File: src/verilog/lbc_pkg.sv
// lbc_pkg: constants for the lock-bit clear controller
// assumes a single 200 MHz system clock; all pin timing is derived from it
package lbc_pkg;
    // system clock rate
    localparam int CLK_MHZ       = 200;
    // pin timing in ns
    localparam int T_SETUP_NS    = 10;   // address/data set up before strobe
    localparam int T_WP_NS       = 50;   // write strobe low time
    localparam int T_ACC_NS      = 100;  // read strobe low time before sampling
    localparam int T_HOLD_NS     = 10;   // hold after strobe release
    localparam int T_RP_NS       = 100;  // reset/protect low pulse
    localparam int T_OVR_NS      = 100;  // override level settle time
    // counters
    localparam int CNT_W         = 8;
    localparam logic [CNT_W-1:0] SETUP_CYC = CNT_W'((T_SETUP_NS * CLK_MHZ + 999) / 1000);
    localparam logic [CNT_W-1:0] WP_CYC    = CNT_W'((T_WP_NS * CLK_MHZ + 999) / 1000);
    localparam logic [CNT_W-1:0] ACC_CYC   = CNT_W'((T_ACC_NS * CLK_MHZ + 999) / 1000);
    localparam logic [CNT_W-1:0] HOLD_CYC  = CNT_W'((T_HOLD_NS * CLK_MHZ + 999) / 1000);
    localparam logic [CNT_W-1:0] RP_CYC    = CNT_W'((T_RP_NS * CLK_MHZ + 999) / 1000);
    localparam logic [CNT_W-1:0] OVR_CYC   = CNT_W'((T_OVR_NS * CLK_MHZ + 999) / 1000);
    // longest wait for the ready pin before a status read anyway
    localparam int POLL_W        = 10;
    localparam logic [POLL_W-1:0] POLL_CYC = 10'h3E8;
    // software register map
    localparam int RA_W          = 4;
    localparam logic [RA_W-1:0] REG_CTRL    = 4'h0;
    localparam logic [RA_W-1:0] REG_STATUS  = 4'h1;
    localparam logic [RA_W-1:0] REG_LAST_SR = 4'h2;
    // control register bits (write only, one-shot)
    localparam int CTRL_GO       = 0;    // start a clear of all block lock bits
    localparam int CTRL_MASTER   = 1;    // master lock bit is known to be set
    localparam int CTRL_CLRSTAT  = 2;    // send a clear-status command
    localparam int CTRL_ABORT    = 3;    // pulse reset/protect low
    // controller status register bits
    localparam int ST_BUSY       = 0;
    localparam int ST_DONE       = 1;
    localparam int ST_FAIL       = 2;
    localparam int ST_UNKNOWN    = 3;
    localparam int ST_BADSEQ     = 4;
    localparam int ST_LOWSUP     = 5;
    localparam int ST_PROT       = 6;
    localparam int ST_OVR        = 7;
    // device operation_status bit positions
    localparam int SR_READY      = 7;
    localparam int SR_ERASE_ERR  = 5;
    localparam int SR_WRITE_ERR  = 4;
    localparam int SR_SUPPLY     = 3;
    localparam int SR_PROTECT    = 1;
    localparam logic [7:0] SR_VALID_MASK = 8'hFE;
    localparam logic [7:0] BYTE_ZERO     = 8'h00;
endpackage

File: src/verilog/lbc_cyc_if.sv
// lbc_cyc_if: request/answer pair for one flash pin cycle
// assumes both ends share the system clock
`timescale 1ns/1ps
interface lbc_cyc_if #(parameter int AW = 21);
    logic          req;    // one-cycle request
    logic          wr;     // 1 write, 0 read
    logic [AW-1:0] addr;   // device address
    logic [7:0]    wdata;  // write byte
    logic          done;   // one-cycle completion
    logic [7:0]    rdata;  // read byte, valid with done
    modport ctrl (output req, output wr, output addr, output wdata, input done, input rdata);
    modport cyc  (input req, input wr, input addr, input wdata, output done, output rdata);
endinterface

File: src/verilog/lbc_ctrl.sv
// lbc_ctrl: host controller that clears all block lock bits of a byte-wide flash
// assumes a flash on the pins below and software on the simple register port
`timescale 1ns/1ps
module lbc_ctrl #(
    parameter int         AW         = 21,
    parameter logic [7:0] CMD_SETUP  = 8'h60,   // clear lock bits setup code
    parameter logic [7:0] CMD_CONFIRM = 8'hD0,  // clear lock bits confirm code
    parameter logic [7:0] CMD_CLRSTAT = 8'h50   // clear status register code
) (
    // clock and reset
    input  wire logic                    CLK_SYS_I,
    input  wire logic                    RST_B_I,
    // software register port
    input  wire logic [lbc_pkg::RA_W-1:0] REG_ADDR_I,
    input  wire logic [7:0]              REG_WDATA_I,
    input  wire logic                    REG_WR_I,
    input  wire logic                    REG_RD_I,
    output logic [7:0]                   REG_RDATA_O,
    // flash pins
    output logic [AW-1:0]                FLASH_ADDR_O,
    output logic [7:0]                   FLASH_DQ_O,
    output logic                         FLASH_DQ_OE_O,
    input  wire logic [7:0]              FLASH_DQ_I,
    output logic                         FLASH_CE_N_O,
    output logic                         FLASH_WE_N_O,
    output logic                         FLASH_OE_N_O,
    output logic                         FLASH_RESET_PROTECT_N_O,
    output logic                         FLASH_OVERRIDE_EN_O,
    input  wire logic                    FLASH_READY_BUSY_I
);
    typedef enum logic [3:0] {
        S_IDLE, S_OVR, S_SETUP, S_CONFIRM, S_WAIT, S_READ, S_CLRSTAT, S_RESET, S_FINISH
    } lbc_state_t;

    lbc_state_t                 st_reg;      // sequencer state
    logic                       issued_reg;  // pin cycle requested in this state
    logic [lbc_pkg::CNT_W-1:0]  tmr_reg;     // settle and pulse timer
    logic [lbc_pkg::POLL_W-1:0] poll_reg;    // ready-pin wait timer
    logic                       clearing_reg; // a clear is in flight
    logic [7:0]                 sr_reg;      // last valid status byte, bit 0 masked
    logic [7:0]                 st_bits_reg; // controller status
    logic                       rb1_reg;     // ready pin sync stage 1
    logic                       rb2_reg;     // ready pin sync stage 2
    logic                       rb3_reg;     // ready pin sync stage 3
    logic                       rb_reg;      // settled ready level
    logic                       go;          // software start strobe
    logic                       do_clrstat;  // software clear-status strobe
    logic                       abort;       // software abort strobe
    logic [7:0]                 sr_rx;       // read byte with reserved bit masked

    lbc_cyc_if #(.AW(AW)) cyc_bus ();

    // one pin cycle engine
    lbc_pin_cycle #(.AW(AW)) u_pin (
        .clk_i   (CLK_SYS_I),
        .rst_b_i (RST_B_I),
        .cyc     (cyc_bus.cyc),
        .addr_o  (FLASH_ADDR_O),
        .dq_o    (FLASH_DQ_O),
        .dq_oe_o (FLASH_DQ_OE_O),
        .ce_n_o  (FLASH_CE_N_O),
        .we_n_o  (FLASH_WE_N_O),
        .oe_n_o  (FLASH_OE_N_O),
        .dq_i    (FLASH_DQ_I)
    );

    // software strobes decoded from the control register write
    assign go         = REG_WR_I && (REG_ADDR_I == lbc_pkg::REG_CTRL)
                        && REG_WDATA_I[lbc_pkg::CTRL_GO];
    assign do_clrstat = REG_WR_I && (REG_ADDR_I == lbc_pkg::REG_CTRL)
                        && REG_WDATA_I[lbc_pkg::CTRL_CLRSTAT];
    assign abort      = REG_WR_I && (REG_ADDR_I == lbc_pkg::REG_CTRL)
                        && REG_WDATA_I[lbc_pkg::CTRL_ABORT];
    assign sr_rx      = cyc_bus.rdata & lbc_pkg::SR_VALID_MASK;

    // ready/busy pin synchroniser; a change counts once stages two and three agree
    always_ff @(posedge CLK_SYS_I) begin
        if (!RST_B_I) begin
            rb1_reg <= 1'b0;
            rb2_reg <= 1'b0;
            rb3_reg <= 1'b0;
            rb_reg  <= 1'b0;
        end else begin
            rb1_reg <= FLASH_READY_BUSY_I;
            rb2_reg <= rb1_reg;
            rb3_reg <= rb2_reg;
            if (rb2_reg == rb3_reg) begin
                rb_reg <= rb3_reg;
            end
        end
    end

    // software read port, data one cycle after the strobe
    always_ff @(posedge CLK_SYS_I) begin
        if (!RST_B_I) begin
            REG_RDATA_O <= lbc_pkg::BYTE_ZERO;
        end else if (REG_RD_I) begin
            if (REG_ADDR_I == lbc_pkg::REG_STATUS) begin
                REG_RDATA_O <= st_bits_reg;
            end else if (REG_ADDR_I == lbc_pkg::REG_LAST_SR) begin
                REG_RDATA_O <= sr_reg;
            end else begin
                REG_RDATA_O <= lbc_pkg::BYTE_ZERO;  // unmapped
            end
        end else begin
            REG_RDATA_O <= lbc_pkg::BYTE_ZERO;
        end
    end

    // sequencer: override, two-cycle command, polling, error clean-up
    always_ff @(posedge CLK_SYS_I) begin
        if (!RST_B_I) begin
            st_reg        <= S_IDLE;
            issued_reg    <= 1'b0;
            tmr_reg       <= '0;
            poll_reg      <= '0;
            clearing_reg  <= 1'b0;
            sr_reg        <= lbc_pkg::BYTE_ZERO;
            st_bits_reg   <= lbc_pkg::BYTE_ZERO;
            cyc_bus.req   <= 1'b0;
            cyc_bus.wr    <= 1'b0;
            cyc_bus.addr  <= '0;
            cyc_bus.wdata <= lbc_pkg::BYTE_ZERO;
            FLASH_RESET_PROTECT_N_O <= 1'b0;
            FLASH_OVERRIDE_EN_O     <= 1'b0;
        end else begin
            cyc_bus.req <= 1'b0;
            FLASH_RESET_PROTECT_N_O <= 1'b1;
            case (st_reg)
                S_IDLE: begin
                    issued_reg <= 1'b0;
                    if (abort) begin
                        tmr_reg <= lbc_pkg::RP_CYC;
                        st_reg  <= S_RESET;
                    end else if (go) begin
                        // override only for a set master lock; the level switches
                        // cleanly between the two states while idle
                        FLASH_OVERRIDE_EN_O <= REG_WDATA_I[lbc_pkg::CTRL_MASTER];
                        st_bits_reg <= (st_bits_reg & (8'h01 << lbc_pkg::ST_UNKNOWN))
                                       | (8'h01 << lbc_pkg::ST_BUSY)
                                       | (REG_WDATA_I[lbc_pkg::CTRL_MASTER]
                                          ? (8'h01 << lbc_pkg::ST_OVR) : 8'h00);
                        clearing_reg <= 1'b1;
                        tmr_reg      <= lbc_pkg::OVR_CYC;
                        st_reg       <= S_OVR;
                    end else if (do_clrstat) begin
                        st_bits_reg[lbc_pkg::ST_BUSY] <= 1'b1;
                        st_reg <= S_CLRSTAT;
                    end
                end
                S_OVR: begin
                    // let the pin reach its level before the command
                    if (tmr_reg <= 8'h01) begin
                        st_reg <= S_SETUP;
                    end else begin
                        tmr_reg <= tmr_reg - 8'h01;
                    end
                end
                S_SETUP, S_CONFIRM, S_CLRSTAT: begin
                    // command writes: setup then confirm, or a lone clear-status
                    if (!issued_reg) begin
                        cyc_bus.req   <= 1'b1;
                        cyc_bus.wr    <= 1'b1;
                        cyc_bus.wdata <= (st_reg == S_SETUP) ? CMD_SETUP
                                       : (st_reg == S_CONFIRM) ? CMD_CONFIRM : CMD_CLRSTAT;
                        issued_reg    <= 1'b1;
                    end else if (cyc_bus.done) begin
                        issued_reg <= 1'b0;
                        poll_reg   <= lbc_pkg::POLL_CYC;
                        st_reg     <= (st_reg == S_SETUP) ? S_CONFIRM
                                    : (st_reg == S_CONFIRM) ? S_WAIT : S_FINISH;
                    end
                end
                S_WAIT: begin
                    // completion by ready pin, or poll anyway after the wait
                    if (abort) begin
                        tmr_reg <= lbc_pkg::RP_CYC;
                        st_reg  <= S_RESET;
                    end else if (rb_reg || poll_reg == '0) begin
                        st_reg <= S_READ;
                    end else begin
                        poll_reg <= poll_reg - 10'h001;
                    end
                end
                S_READ: begin
                    // reads now return status, no mode command needed
                    if (!issued_reg) begin
                        cyc_bus.req <= 1'b1;
                        cyc_bus.wr  <= 1'b0;
                        issued_reg  <= 1'b1;
                    end else if (cyc_bus.done) begin
                        issued_reg <= 1'b0;
                        if (!sr_rx[lbc_pkg::SR_READY]) begin
                            // lower bits meaningless while busy
                            poll_reg <= lbc_pkg::POLL_CYC;
                            st_reg   <= S_WAIT;
                        end else begin
                            sr_reg <= sr_rx;
                            st_bits_reg[lbc_pkg::ST_BADSEQ] <= sr_rx[lbc_pkg::SR_ERASE_ERR]
                                && sr_rx[lbc_pkg::SR_WRITE_ERR];
                            st_bits_reg[lbc_pkg::ST_LOWSUP] <= sr_rx[lbc_pkg::SR_ERASE_ERR]
                                && sr_rx[lbc_pkg::SR_SUPPLY];
                            st_bits_reg[lbc_pkg::ST_PROT]   <= sr_rx[lbc_pkg::SR_ERASE_ERR]
                                && sr_rx[lbc_pkg::SR_PROTECT];
                            st_bits_reg[lbc_pkg::ST_FAIL] <= sr_rx[lbc_pkg::SR_ERASE_ERR];
                            // success leaves every lock bit known cleared
                            st_bits_reg[lbc_pkg::ST_UNKNOWN] <= sr_rx[lbc_pkg::SR_ERASE_ERR]
                                && st_bits_reg[lbc_pkg::ST_UNKNOWN];
                            clearing_reg <= 1'b0;
                            // an error is followed by a clear-status write
                            st_reg <= sr_rx[lbc_pkg::SR_ERASE_ERR] ? S_CLRSTAT : S_FINISH;
                        end
                    end
                end
                S_RESET: begin
                    // reset pulse returns the device status to ready
                    FLASH_RESET_PROTECT_N_O <= 1'b0;
                    if (tmr_reg <= 8'h01) begin
                        if (clearing_reg) begin
                            // an interrupted clear leaves the bits unknown: repeat it
                            st_bits_reg[lbc_pkg::ST_UNKNOWN] <= 1'b1;
                            tmr_reg <= lbc_pkg::OVR_CYC;
                            st_reg  <= S_OVR;
                        end else begin
                            st_reg <= S_IDLE;
                        end
                    end else begin
                        tmr_reg <= tmr_reg - 8'h01;
                    end
                end
                default: begin
                    // drop override and report completion
                    FLASH_OVERRIDE_EN_O <= 1'b0;
                    st_bits_reg[lbc_pkg::ST_BUSY] <= 1'b0;
                    st_bits_reg[lbc_pkg::ST_DONE] <= 1'b1;
                    st_bits_reg[lbc_pkg::ST_OVR]  <= 1'b0;
                    st_reg <= S_IDLE;
                end
            endcase
        end
    end
endmodule // lbc_ctrl

File: src/verilog/lbc_pin_cycle.sv
// lbc_pin_cycle: runs one asynchronous write or read cycle on the flash pins
// assumes requests arrive only while no cycle is running
`timescale 1ns/1ps
module lbc_pin_cycle #(
    parameter int AW = 21
) (
    // clock and reset
    input  wire logic          clk_i,
    input  wire logic          rst_b_i,
    // request side
    lbc_cyc_if.cyc             cyc,
    // flash pins
    output logic [AW-1:0]      addr_o,
    output logic [7:0]         dq_o,
    output logic               dq_oe_o,
    output logic               ce_n_o,
    output logic               we_n_o,
    output logic               oe_n_o,
    input  wire logic [7:0]    dq_i
);
    typedef enum logic [1:0] {C_IDLE, C_SETUP, C_STROBE, C_HOLD} lbc_cyc_st_t;
    lbc_cyc_st_t               st_reg;        // cycle phase
    logic [lbc_pkg::CNT_W-1:0] cnt_reg;       // phase timer
    logic                      wr_reg;        // kind of current cycle
    logic [7:0]                s1_reg;        // data sync stage 1
    logic [7:0]                s2_reg;        // data sync stage 2
    logic [7:0]                s3_reg;        // data sync stage 3
    logic [7:0]                rd_reg;        // settled read byte

    // three-stage synchroniser on the data pins
    always_ff @(posedge clk_i) begin
        s1_reg <= dq_i;
        s2_reg <= s1_reg;
        s3_reg <= s2_reg;
        if (s2_reg == s3_reg) begin
            rd_reg <= s3_reg;   // take a byte once two stages agree
        end
    end

    // phase sequencer driving the strobes
    always_ff @(posedge clk_i) begin
        if (!rst_b_i) begin
            st_reg   <= C_IDLE;
            cnt_reg  <= '0;
            wr_reg   <= 1'b0;
            addr_o   <= '0;
            dq_o     <= lbc_pkg::BYTE_ZERO;
            dq_oe_o  <= 1'b0;
            ce_n_o   <= 1'b1;
            we_n_o   <= 1'b1;
            oe_n_o   <= 1'b1;
            cyc.done  <= 1'b0;
            cyc.rdata <= lbc_pkg::BYTE_ZERO;
        end else begin
            cyc.done <= 1'b0;
            case (st_reg)
                C_IDLE: begin
                    if (cyc.req) begin
                        // address, data and chip select go out first
                        addr_o  <= cyc.addr;
                        dq_o    <= cyc.wdata;
                        dq_oe_o <= cyc.wr;
                        wr_reg  <= cyc.wr;
                        ce_n_o  <= 1'b0;
                        cnt_reg <= lbc_pkg::SETUP_CYC;
                        st_reg  <= C_SETUP;
                    end
                end
                C_SETUP: begin
                    if (cnt_reg <= 8'h01) begin
                        we_n_o  <= ~wr_reg;
                        oe_n_o  <= wr_reg;
                        cnt_reg <= wr_reg ? lbc_pkg::WP_CYC : lbc_pkg::ACC_CYC;
                        st_reg  <= C_STROBE;
                    end else begin
                        cnt_reg <= cnt_reg - 8'h01;
                    end
                end
                C_STROBE: begin
                    if (cnt_reg <= 8'h01) begin
                        // rising write strobe latches the byte in the device
                        we_n_o    <= 1'b1;
                        oe_n_o    <= 1'b1;
                        cyc.rdata <= rd_reg;
                        cnt_reg   <= lbc_pkg::HOLD_CYC;
                        st_reg    <= C_HOLD;
                    end else begin
                        cnt_reg <= cnt_reg - 8'h01;
                    end
                end
                default: begin
                    if (cnt_reg <= 8'h01) begin
                        dq_oe_o  <= 1'b0;
                        ce_n_o   <= 1'b1;
                        cyc.done <= 1'b1;
                        st_reg   <= C_IDLE;
                    end else begin
                        cnt_reg <= cnt_reg - 8'h01;
                    end
                end
            endcase
        end
    end
endmodule // lbc_pin_cycle

File: config.mk
export PLATFORM = sky130hd
export DESIGN_NAME = lbc_ctrl
export DESIGN_NICKNAME = d
export VERILOG_FILES = /design/src/verilog/lbc_pkg.sv /design/src/verilog/lbc_cyc_if.sv /design/src/verilog/lbc_ctrl.sv /design/src/verilog/lbc_pin_cycle.sv
export SDC_FILE = /design/constraint.sdc
export NUM_CORES = 1
export LEC_CHECK = 0
export ABC_AREA = 0
export BUFFER_PORTS_ARGS = -buffer_cell sky130_fd_sc_hd__clkbuf_2
export CELL_PAD_IN_SITES_DETAIL_PLACEMENT = 1
export CELL_PAD_IN_SITES_GLOBAL_PLACEMENT = 1
export CORE_AREA = 2 2 96 122
export CTS_CLUSTER_DIAMETER = 60
export DETAILED_ROUTE_END_ITERATION = 8
export DIE_AREA = 0 0 98 124
export HOLD_SLACK_MARGIN = 0.02
export PLACE_DENSITY_LB_ADDON = 0.1
export SYNTH_ARGS = -nofsm -noshare
export SYNTH_HDL_FRONTEND = slang
export SYNTH_SLANG_ARGS = --single-unit
File: constraint.sdc
create_clock -name CLK_SYS_I -period 3.1 [get_ports CLK_SYS_I]
set_input_delay 0.62 -clock CLK_SYS_I [delete_from_list [all_inputs] [get_ports CLK_SYS_I]]
set_output_delay 0.62 -clock CLK_SYS_I [all_outputs]
set_load 0.02 [all_outputs]
Yosys cells after proc, flatten, opt, wreduce, memory -nomap -nowiden
Index checks and enable logic that the tools add are counted.
{"block": "word_totals", "in_bits": 25, "regBits": 127, "word_cells": 218}
{"block": "op_classes", "muxes": 90, "n_eq_ne": 39, "addsub": 3, "reduce_logical": 44, "n_lt_le_gt_ge": 2, "bitwise": 6}
{"op": "two-way mux 8 bit", "n": 16}
{"op": "two-way mux 10 bit", "n": 7}
{"op": "two-way mux 4 bit", "n": 15}
{"op": "case mux 8 bit (4 select lines)", "n": 1}
{"op": "!= test 2 bit (second input constant)", "n": 15}
{"op": "case mux 10 bit (3 select lines)", "n": 1}
{"op": "two-way mux 1 bit", "n": 25}
{"op": "case mux 4 bit (6 select lines)", "n": 1}
{"op": "case mux 8 bit (3 select lines)", "n": 1}
{"op": "AND reduction 8 bit", "n": 3}
{"op": "two-way mux 5 bit", "n": 4}
{"op": "case mux 1 bit (2 select lines)", "n": 10}
{"op": "== test 4 x 3 -> 1 bit (second input constant)", "n": 4}
{"op": "<= comparator 8 x 1 -> 1 bit (second input constant)", "n": 2}
{"op": "subtractor 8 x 1 -> 8 bit (second input constant)", "n": 2}
{"op": "AND reduction 3 bit", "n": 5}
{"op": "== test 4 x 2 -> 1 bit (second input constant)", "n": 3}
{"op": "!= test 3 bit (second input constant)", "n": 4}
{"op": "AND reduction 2 bit", "n": 6}
{"op": "zero test 10 bit", "n": 1}
{"op": "!= test 2 x 1 -> 1 bit (second input constant)", "n": 5}
{"op": "nonzero test 2 bit", "n": 5}
{"op": "subtractor 10 x 1 -> 10 bit (second input constant)", "n": 1}
{"op": "== test 4 x 1 -> 1 bit (second input constant)", "n": 2}
{"op": "other kinds (26)", "n": 45}

Longest topological paths before layout
Gate-level depths: netlist (run 1).
{"block": "logic_depth", "ltp_word": 7, "depth_mapped": 9, "mapped_depth_nobuf": 7}

By module
Synthesis (run 1) repeated with hierarchy kept, for this count alone.
{"block": "unflattened", "cells_unflattened": 662, "area_unflattened_um2": 5999.5}
{"module": "lbc_pin_cycle", "cells_each": 331, "area_each_um2": 3196.8, "instances": 1}
{"module": "lbc_ctrl", "cells_each": 331, "area_each_um2": 2802.7, "instances": 1}

Worst setup path after synthesis (run 1)
OpenSTA, ideal clock, no wires.
{"block": "synth_timing", "path_type": "input to register", "start": "in REG_ADDR_I[1] (netlist bit)", "end": "reg tmr_reg[4] (netlist bit)", "stages": 5, "setup_time_ps": 70, "n_path_buf": 0, "setup_slack_ps": 929, "t_arrival_ps": 2100, "cell_sequence": "nor4_2 o2111ai_1 a22o_1 a2111oi_0 o21bai_1"}
{"block": "synth_between", "elab_chain_len": 5, "elab_cells_between_ends": 9, "classes_between": "eq/ne: 2; mux: 2; reduce/logical: 5"}
{"element": "start: declaration", "line": "lbc_ctrl.sv:14", "rtl": "input wire logic [lbc_pkg::RA_W-1:0] REG_ADDR_I,"}
{"element": "zero test 4 bit *", "line": "lbc_ctrl.sv:68, lbc_ctrl.sv:72"}
{"element": "logical AND 1 bit *", "line": "lbc_ctrl.sv:68, lbc_ctrl.sv:72"}
{"element": "logical AND 1 bit (on tied branches)", "line": "lbc_ctrl.sv:69, lbc_ctrl.sv:73"}
{"element": "!= test 3 bit (no line) (tied with other cells)"}
{"element": "AND reduction 5 bit (no line) or case mux 8 bit (4 select lines) (tied branches)"}
{"element": "end signal: assignment", "line": "lbc_ctrl.sv:133", "rtl": "tmr_reg <= lbc_pkg::RP_CYC;"}
{"element": "end signal: assignment", "line": "lbc_ctrl.sv:144", "rtl": "tmr_reg <= lbc_pkg::OVR_CYC;"}
{"element": "end signal: assignment", "line": "lbc_ctrl.sv:156", "rtl": "tmr_reg <= tmr_reg - 8'h01;"}
{"element": "end: declaration", "line": "lbc_ctrl.sv:37", "rtl": "logic [lbc_pkg::CNT_W-1:0] tmr_reg;"}
Mark *: on every way between the ends. The rest lies on a longest branch, timed or not.
A chain may end at the register's enable or synchronous reset.

Worst setup path in the final report (run 1)
{"block": "layout_timing", "start": "reg st_reg[3]", "end": "reg poll_reg[1] (netlist bit)"}
{"block": "layout_between", "elab_chain_len": 4, "elab_cells_between_ends": 16, "classes_between": "eq/ne: 12; mux: 1; reduce/logical: 3"}
{"element": "start: declaration", "line": "lbc_ctrl.sv:35", "rtl": "lbc_state_t st_reg;"}
{"element": "start signal: assignment", "line": "lbc_ctrl.sv:170", "rtl": "st_reg <= (st_reg == S_SETUP) ? S_CONFIRM"}
{"element": "start signal: assignment", "line": "lbc_ctrl.sv:211", "rtl": "st_reg <= sr_rx[lbc_pkg::SR_ERASE_ERR] ? S_CLRSTAT : S_FINISH;"}
{"element": "== test 4 x 2 -> 1 bit or == test 4 x 3 -> 1 bit (tied branches)", "line": "lbc_ctrl.sv:129", "rtl": "case (st_reg)"}
{"element": "OR reduction 3 bit"}
{"element": "!= test 2 x 1 -> 1 bit (no line) (tied with other cells)"}
{"element": "AND reduction 8 bit (no line)"}
{"element": "end signal: assignment", "line": "lbc_ctrl.sv:169", "rtl": "poll_reg <= lbc_pkg::POLL_CYC;"}
{"element": "end signal: assignment", "line": "lbc_ctrl.sv:182", "rtl": "poll_reg <= poll_reg - 10'h001;"}
{"element": "end signal: assignment", "line": "lbc_ctrl.sv:195", "rtl": "poll_reg <= lbc_pkg::POLL_CYC;"}
{"element": "end: declaration", "line": "lbc_ctrl.sv:38", "rtl": "logic [lbc_pkg::POLL_W-1:0] poll_reg;"}
Several ways; a longest one is shown, not always the timed one.

==> impl_metrics.json, run 1 <==
{
  "synth_seq_area_share": 0.472,
  "cts_made_buffers": 17,
  "initialDrtViolationCount": 173,
  "post_cts_buffers": 0,
  "outcome": "completed",
  "grt_first_pass_wirelength_mm": 20.6,
  "synth-seq-cells": 116,
  "drive_above_1_share": 0.154,
  "slew_headroom": 0.584,
  "grt_pass1_vias": 4297,
  "path_cells": "or4b_4, a311oi_4, a22oi_2, or3_1, a21oi_2",
  "power_mw": 5.81,
  "stdcell_area_um2": 5870,
  "instances_no_fill": 760,
  "ys_async_sr_fraction": 0,
  "hold_slack_ns": 0.301,
  "gp_congestion": 0.830,
  "clk_latency_ns": 0.42,
  "critPathKind": "register to register",
  "synth.distinct_cells": 65,
  "row_count": 43,
  "p_comb_frac": 0.334,
  "nets": 647,
  "dieArea_um2": 12200,
  "synth_warnings": 0,
  "cp.arrival_ns": 2.82,
  "vdd_drop_max_mv": 0.857,
  "cts.repair.resized": 0,
  "gr-total-overflow": 0,
  "grt.total_usage": 0.211,
  "ant_nets": 0,
  "totalWireLength_mm": 12.3,
  "crit_required_ns": 3.44,
  "maxCapViolCount": 0,
  "clkTransAtPathRegs_ns": 0.06,
  "coreArea_um2": 10900,
  "worstHoldPathType": "input pin to register",
  "hold_viol": 0,
  "worst-path-max-fanout": 15,
  "power_switching_mw": 2.22,
  "layout_commonest_cell": "dfxtp_1",
  "first_pass_iters": 4,
  "drc": 0,
  "cts_hold_buf": 0,
  "largest_reg_flops": 10,
  "diodes": 0,
  "fmax_mhz": 403,
  "syn2layout_area_growth_pct": 15.9,
  "intPower_mw": 3.58,
  "min_period_over_period": 0.800,
  "p_seq_frac": 0.329,
  "crit_slowest_cell": "or4b_4",
  "cts_max_level": 4,
  "finalSetupViolCount": 0,
  "via_per_inst": 5.58,
  "critPathLaunchType": "register",
  "cp_slowest_stage_delay_ns": 0.68,
  "tns_ns": 0,
  "cp_top_family": "simple AND/OR/NAND/NOR gates",
  "die_y_um": 124,
  "vias": 4240,
  "port_buffers": 38,
  "cts-root-buf": "clkbuf_16",
  "rsz0062_at_grt": "no",
  "p_leak_nw": 2.33,
  "cp-end-kind": "register",
  "fin_crit_ns": 2.48,
  "max-clock-path-buffers": 2,
  "cts.sinks": 116,
  "syn_inst": 575,
  "report.final.slew_viol_count": 0,
  "final_cell_mix": "109 x dfxtp_1, 69 x nand2_1, 49 x nor2_1, 48 x a21oi_1, 38 x clkbuf_2",
  "grt_antenna_before_repair": 0,
  "wl_per_cell_um": 16.2,
  "swShare": 0.383,
  "p_clk_frac": 0.338,
  "synth_ff_type": "dfxtp_1",
  "pin_count": 68,
  "post-dp-hpwl_mm": 8.33,
  "cp_num_buf_inv": 0,
  "start_util": 0.464,
  "syn_area_per_cell_um2": 8.81,
  "tightest_slew_ns": 0.625,
  "dp.cells": 728,
  "postPlaceCellArea_um2": 5270,
  "startpoint": "st_reg[3]$_SDFFE_PN0P_",
  "hp-start": "FLASH_DQ_I[2]",
  "fin_skew_ns": 0.00934,
  "die_w_um": 98,
  "grt_max_degree": 36,
  "pwr_density_cell_nw_per_um2": 989,
  "cts_tree": "yes",
  "netlist_area_um2": 5070,
  "synth_edf_count": 7,
  "timing.rr.start": "st_reg[3]$_SDFFE_PN0P_"
}
## final timing paths
check                              to  slack, ns  cells past startpoint
max          poll_reg[1]$_SDFFE_PN0P_       0.62                      5
min           u_pin.s1_reg[2]$_DFF_P_       0.30                      1
max reg2reg  poll_reg[1]$_SDFFE_PN0P_       0.62                      5
min reg2reg   u_pin.s2_reg[6]$_DFF_P_       0.33                      0
## stage by stage
stage | setup WS [ns] | util
2_1_floorplan | 0.929 | -
3_3_place_gp | 0.727 | 0.483
3_5_place_dp | 0.655 | 0.483
4_1_cts | 0.623 | 0.537
5_1_grt | 0.437 | 0.537
6_report | 0.621 | 0.537
## layer usage
layer	global-route usage	routed length, um
met5	0	0
met4	0.0842	168
met3	0.0460	392
met2	0.386	6620
met1	0.239	5150
## cell usage after synthesis (9+ instances only)
cell type  number  area, um2
nor2_1         49        184
a22oi_1         9       67.6
clkbuf_1       24       90.1
nor3_1         16       80.1
o21ai_0        24        120
nand3_1        28        140
inv_1          16       60.1
nand2_1        69        259
ha_1           10        125
a21oi_1        48        240
dfxtp_1       109       2180
buf_4          25        188
## final cells by class
type	count	area [um2]
clock inverters	13	124
flip-flops and latches	116	2390
repair buffers	48	265
clock buffers	19	475
fillers	1274	5050
multi-input cells	412	2380
well taps	135	169
inverters	17	63.8
## power groups by stage
stage	clock network, mW	logic, mW	registers (mW)
CTS	2.01	1.95	1.91
global placement	0	1.86	1.92
detailed placement	0	1.91	1.94
finish	1.96	1.94	1.91
floorplan	0	1.55	1.89
global route	2.06	2.19	1.94
## kinds of logic (layout without fill, tap and decap cells)
| kind of cell | after synthesis | after routing | share of synthesized area |
|---|---|---|---|
| and+or+nand+nor | 221 | 221 | 0.214 |
| AOI/OAI and AO/OA | 143 | 143 | 0.189 |
| DFF | 116 | 116 | 0.472 |
| buffers and inverters | 71 | 97 | 0.0758 |
| adders and majority gates | 10 | 10 | 0.0247 |
| xor gates and xnor gates | 8 | 8 | 0.0138 |
| muxes | 5 | 5 | 0.00988 |
| other | 1 | 25 | 0.000740 |
## worst reg2reg max path, cell delays in order, from the launching register on
cell and delay, ns:
dfxtp_1 0.48, or4b_4 0.68, a311oi_4 0.44, a22oi_2 0.27, or3_1 0.39, a21oi_2 0.13
Power figures use the tool's default switching activity.
==> run 2, diff against run 1 <==
CORE_AREA = 2 2 101 127   (was 2 2 96 122)
DIE_AREA = 0 0 103 129   (was 0 0 98 124)
clock period = 2.31 ns   (was 3.1 ns; I/O delays follow)
==> impl_metrics.json, run 2 (synthesized netlist as in run 1, its figures left out) <==
{
  "wl_per_cell_um": 15.7,
  "pwr_density_cell_nw_per_um2": 1330,
  "cts_tree": "yes",
  "slew_headroom": 0.626,
  "timing.rr.start": "u_pin.cnt_reg[0]$_SDFFE_PN0P_",
  "die_y_um": 129,
  "cp.arrival_ns": 2.40,
  "row_count": 45,
  "coreArea_um2": 12000,
  "cts.sinks": 116,
  "p_leak_nw": 2.41,
  "die_w_um": 103,
  "dieArea_um2": 13300,
  "vias": 4286,
  "post-dp-hpwl_mm": 8.76,
  "syn2layout_area_growth_pct": 18.8,
  "post_cts_buffers": 0,
  "gr-total-overflow": 0,
  "finalSetupViolCount": 0,
  "cts_made_buffers": 17,
  "gp_congestion": 0.800,
  "largest_reg_flops": 10,
  "port_buffers": 38,
  "drc": 0,
  "endpoint": "u_pin.we_n_o$_SDFFE_PN1P_",
  "vdd_drop_max_mv": 0.629,
  "grt_first_pass_wirelength_mm": 21.4,
  "cts_hold_buf": 0,
  "hold_viol": 0,
  "grt_pass1_vias": 4492,
  "fmax_mhz": 475,
  "ant_nets": 0,
  "r2r-end": "u_pin.we_n_o$_SDFFE_PN1P_",
  "layout_commonest_cell": "dfxtp_1",
  "hp-start": "FLASH_DQ_I[0]",
  "path_cells": "inv_1, ha_1, or2_2, and3_1, o21ai_0, mux2i_1, nand2_1",
  "crit_required_ns": 2.61,
  "fin_crit_ns": 2.10,
  "max-clock-path-buffers": 2,
  "r2r_cells": 7,
  "worstHoldPathType": "input pin to register",
  "worst-r2r-setup-slack_ns": 0.21,
  "final_cell_mix": "109 x dfxtp_1, 69 x nand2_1, 49 x nor2_1, 48 x a21oi_1, 38 x clkbuf_2",
  "outcome": "completed",
  "initialDrtViolationCount": 121,
  "crit_slowest_cell": "o21ai_0",
  "multi_input_area_um2": 2380,
  "drive_above_1_share": 0.173,
  "fin_util": 0.500,
  "nets": 662,
  "cts-root-buf": "clkbuf_16",
  "cp_slowest_stage_delay_ns": 0.39,
  "diodes": 0,
  "report.final.slew_viol_count": 0,
  "critPathKind": "register to register",
  "via_per_inst": 5.33,
  "totalWireLength_mm": 12.6,
  "startpoint": "u_pin.cnt_reg[0]$_SDFFE_PN0P_",
  "critPathLaunchType": "register",
  "grt.total_usage": 0.205,
  "min_period_over_period": 0.911,
  "pin_count": 68,
  "tightest_slew_ns": 0.558,
  "first_pass_iters": 4,
  "final-seq-area_um2": 2390,
  "worst-path-max-fanout": 9,
  "grt_max_degree": 37,
  "cp-end-kind": "register",
  "cts_max_level": 4,
  "clk_latency_ns": 0.42,
  "start_util": 0.420,
  "fin_skew_ns": 0.00870,
  "tns_ns": 0,
  "maxCapViolCount": 0,
  "rsz0062_at_grt": "no",
  "n_fill_cell": 1435,
  "clkTransAtPathRegs_ns": 0.07,
  "grt_antenna_before_repair": 0,
  "cts.repair.resized": 0
}
run 2: cell count changes in the layout (fill, tap and decap cells not counted), sizes merged:
cell,change
buf,+15
clkbuf,-2
clkinv,+3
clkinvlp,-2
inv,+1
run 2: routing by layer:
metal | vias to the layer above | GRT usage | part of all wire
met5 | - | 0 | 0
met4 | 0 | 0.0720 | 0.014
met3 | 13 | 0.0521 | 0.028
met2 | 63 | 0.364 | 0.52
met1 | 2097 | 0.236 | 0.43
li1 | 2113 | - | -
run 2: how the worst min path moves through the flow:
stage | slack (ns) | cells past startpoint | to
2_1_floorplan | 0.31 | 0 | u_pin.s2_reg[0]$_DFF_P_
3_3_place_gp | 0.31 | 0 | u_pin.s2_reg[3]$_DFF_P_
3_5_place_dp | 0.31 | 0 | u_pin.s2_reg[5]$_DFF_P_
4_1_cts | 0.12 | 1 | u_pin.s1_reg[6]$_DFF_P_
5_1_grt | 0.11 | 1 | u_pin.s1_reg[6]$_DFF_P_
6_report | 0.14 | 1 | u_pin.s1_reg[0]$_DFF_P_
run 2: area by class of cell:
type	instances	share of cell area
Clock buffer	17	0.0707
Clock inverter	15	0.0293
Inverter	17	0.0106
Multi-Input combinational cell	412	0.395
Sequential cell	116	0.397
Tap cell	164	0.0341
Timing Repair Buffer	63	0.0628
run 2: critical path: cells and delay by family, from the launching register on:
| kind | cells | cell delay, ns |
|---|---|---|
| buffers and inverters | 1 | 0.07 |
| and+or+nand+nor | 3 | 0.63 |
| AOI/OAI and AO/OA | 1 | 0.39 |
| muxes | 1 | 0.24 |
| DFF | 1 | 0.38 |
| adders and majority gates | 1 | 0.26 |
run 2: where the power goes:
part	switching, mW	internal [mW]
clock network	1.16	1.47
logic	1.71	1.10
registers	0.265	2.30
total	3.13	4.87
run 2: per-stage QoR:
step	std cells	instance area [um2]	hold WS (ns)	power [mW]	worst slack [ns]
2_1_floorplan	599	5160	0.310	4.62	0.241
3_3_place_gp	772	5420	0.310	5.28	0.244
3_5_place_dp	772	5420	0.314	5.39	0.199
4_1_cts	804	6020	0.122	8.07	0.191
5_1_grt	804	6020	0.115	8.56	0.0506
6_report	804	6020	0.141	8.00	0.206
==> run 3, diff against run 2 <==
GPL_TIMING_DRIVEN = 0   (was default)
==> impl_metrics.json, run 3 (synthesized netlist as in run 1, its figures left out) <==
{
  "outcome": "completed",
  "max-clock-path-buffers": 2,
  "swShare": 0.388,
  "critPathKind": "register to register",
  "gp_congestion": 0.827,
  "wl_per_cell_um": 16.9,
  "fin_crit_ns": 2.23,
  "p_clk_frac": 0.332,
  "power_mw": 8.16,
  "fmax_mhz": 448,
  "report.final.slew_viol_count": 0,
  "tightest_slew_ns": 1.23,
  "largest_reg_flops": 10,
  "slew_headroom": 0.168,
  "cts_tree": "yes",
  "syn2layout_area_growth_pct": 22.1,
  "rsz0062_at_grt": "no",
  "diodes": 0,
  "crit_required_ns": 2.65,
  "maxCapViolCount": 0,
  "final_cell_mix": "109 x dfxtp_1, 69 x nand2_1, 49 x nor2_1, 47 x a21oi_1, 38 x clkbuf_2",
  "p_comb_frac": 0.354,
  "start_util": 0.420,
  "nets": 689,
  "post-dp-hpwl_mm": 10.0,
  "cts_made_buffers": 17,
  "layout_commonest_cell": "dfxtp_1",
  "first_pass_iters": 4,
  "hold_viol": 0,
  "fin_skew_ns": 0.00803,
  "clkTransAtPathRegs_ns": 0.06,
  "cts.sinks": 116,
  "stdcell_area_um2": 6190,
  "drive_above_1_share": 0.180,
  "cts-root-buf": "clkbuf_16",
  "p_leak_nw": 2.48,
  "vias": 4457,
  "grt_antenna_before_repair": 0,
  "hold_slack_ns": 0.143,
  "port_buffers": 37,
  "min_period_over_period": 0.966,
  "initialDrtViolationCount": 178,
  "ant_nets": 0,
  "row_count": 45,
  "dieArea_um2": 13300,
  "worstHoldPathType": "input pin to register",
  "cts_max_level": 4,
  "fin_util": 0.513,
  "die_y_um": 129,
  "grt_pass1_vias": 4601,
  "tns_ns": 0,
  "cp-end-kind": "register",
  "cp.arrival_ns": 2.57,
  "pwr_density_cell_nw_per_um2": 1320,
  "vdd_drop_max_mv": 0.669,
  "drc": 0,
  "grt_max_degree": 17,
  "worst-path-max-fanout": 9,
  "critPathLaunchType": "register",
  "finalSetupViolCount": 0,
  "intPower_mw": 4.99,
  "pin_count": 68,
  "coreArea_um2": 12000,
  "die_w_um": 103,
  "via_per_inst": 5.36,
  "power_switching_mw": 3.17,
  "totalWireLength_mm": 14.0,
  "grt.total_usage": 0.225,
  "clk_latency_ns": 0.41,
  "postPlaceCellArea_um2": 5550,
  "p_seq_frac": 0.314,
  "gr-total-overflow": 0,
  "grt_first_pass_wirelength_mm": 23.1
}
==> run 3: cell count changes in the layout (fill, tap and decap cells not counted), sizes merged <==
cell / change
bufinv: +2
clkinv: -4
buf: +6
clkbuf: +21
clkinvlp: +2
==> run 3: critical path, stage by stage (launching register included) <==
cell and delay [ns]:
dfxtp_1 0.31, buf_6 0.13, or4b_4 0.53, buf_6 0.16
a311oi_4 0.36, a22oi_2 0.16, or3_1 0.37, a21oi_2 0.15
==> run 3: metrics by stage <==
step           setup slack [ns]  instances
4_1_cts                 0.00905        831
2_1_floorplan             0.241        599
3_3_place_gp             -0.116        800
5_1_grt                  0.0209        831
3_5_place_dp             -0.179        800
6_report                 0.0790        831
==> run 3: metal layers <==
metal / track usage / vias up / wire length [um]
li1: - / 2165 / -
met1: 0.249 / 2191 / 5690
met2: 0.416 / 81 / 7610
met3: 0.0440 / 20 / 460
met4: 0.0828 / 0 / 242
met5: 0 / - / 0
==> run 3: worst paths after layout <==
kind,from,endpoint,slack [ns],depth (start not counted)
max,st_reg[1]$_SDFFE_PN0P_,poll_reg[1]$_SDFFE_PN0P_,0.08,7
min,FLASH_DQ_I[5],u_pin.s1_reg[5]$_DFF_P_,0.14,1
max reg2reg,st_reg[1]$_SDFFE_PN0P_,poll_reg[1]$_SDFFE_PN0P_,0.08,7
min reg2reg,u_pin.s1_reg[2]$_DFF_P_,u_pin.s2_reg[2]$_DFF_P_,0.32,0
==> run 3: area by class of cell <==
class | instances | area (um2)
repair buffers | 38 | 193
flip-flops and latches | 116 | 2390
well taps | 164 | 205
clock buffers | 17 | 425
plain buffers | 52 | 314
inverters | 17 | 63.8
clock inverters | 15 | 181
multi-input cells | 412 | 2410
fillers | 1484 | 5860
==> run 3: what timing repair did <==
item	CTS	global route
hold buffers	0	0
buffers inserted	0	1
gates resized for setup	2	7
setup endpoints to repair	4	16
pin swaps	1	1
cloned	0	0
==> run 3: power groups by stage <==
stage / logic (mW) / registers [mW] / clock network, mW
after floorplan: 2.08 / 2.54 / 0
after global placement: 2.68 / 2.57 / 0
after detailed placement: 2.78 / 2.59 / 0
after CTS: 2.84 / 2.55 / 2.77
after global routing: 3.20 / 2.61 / 2.87
final: 2.89 / 2.56 / 2.71
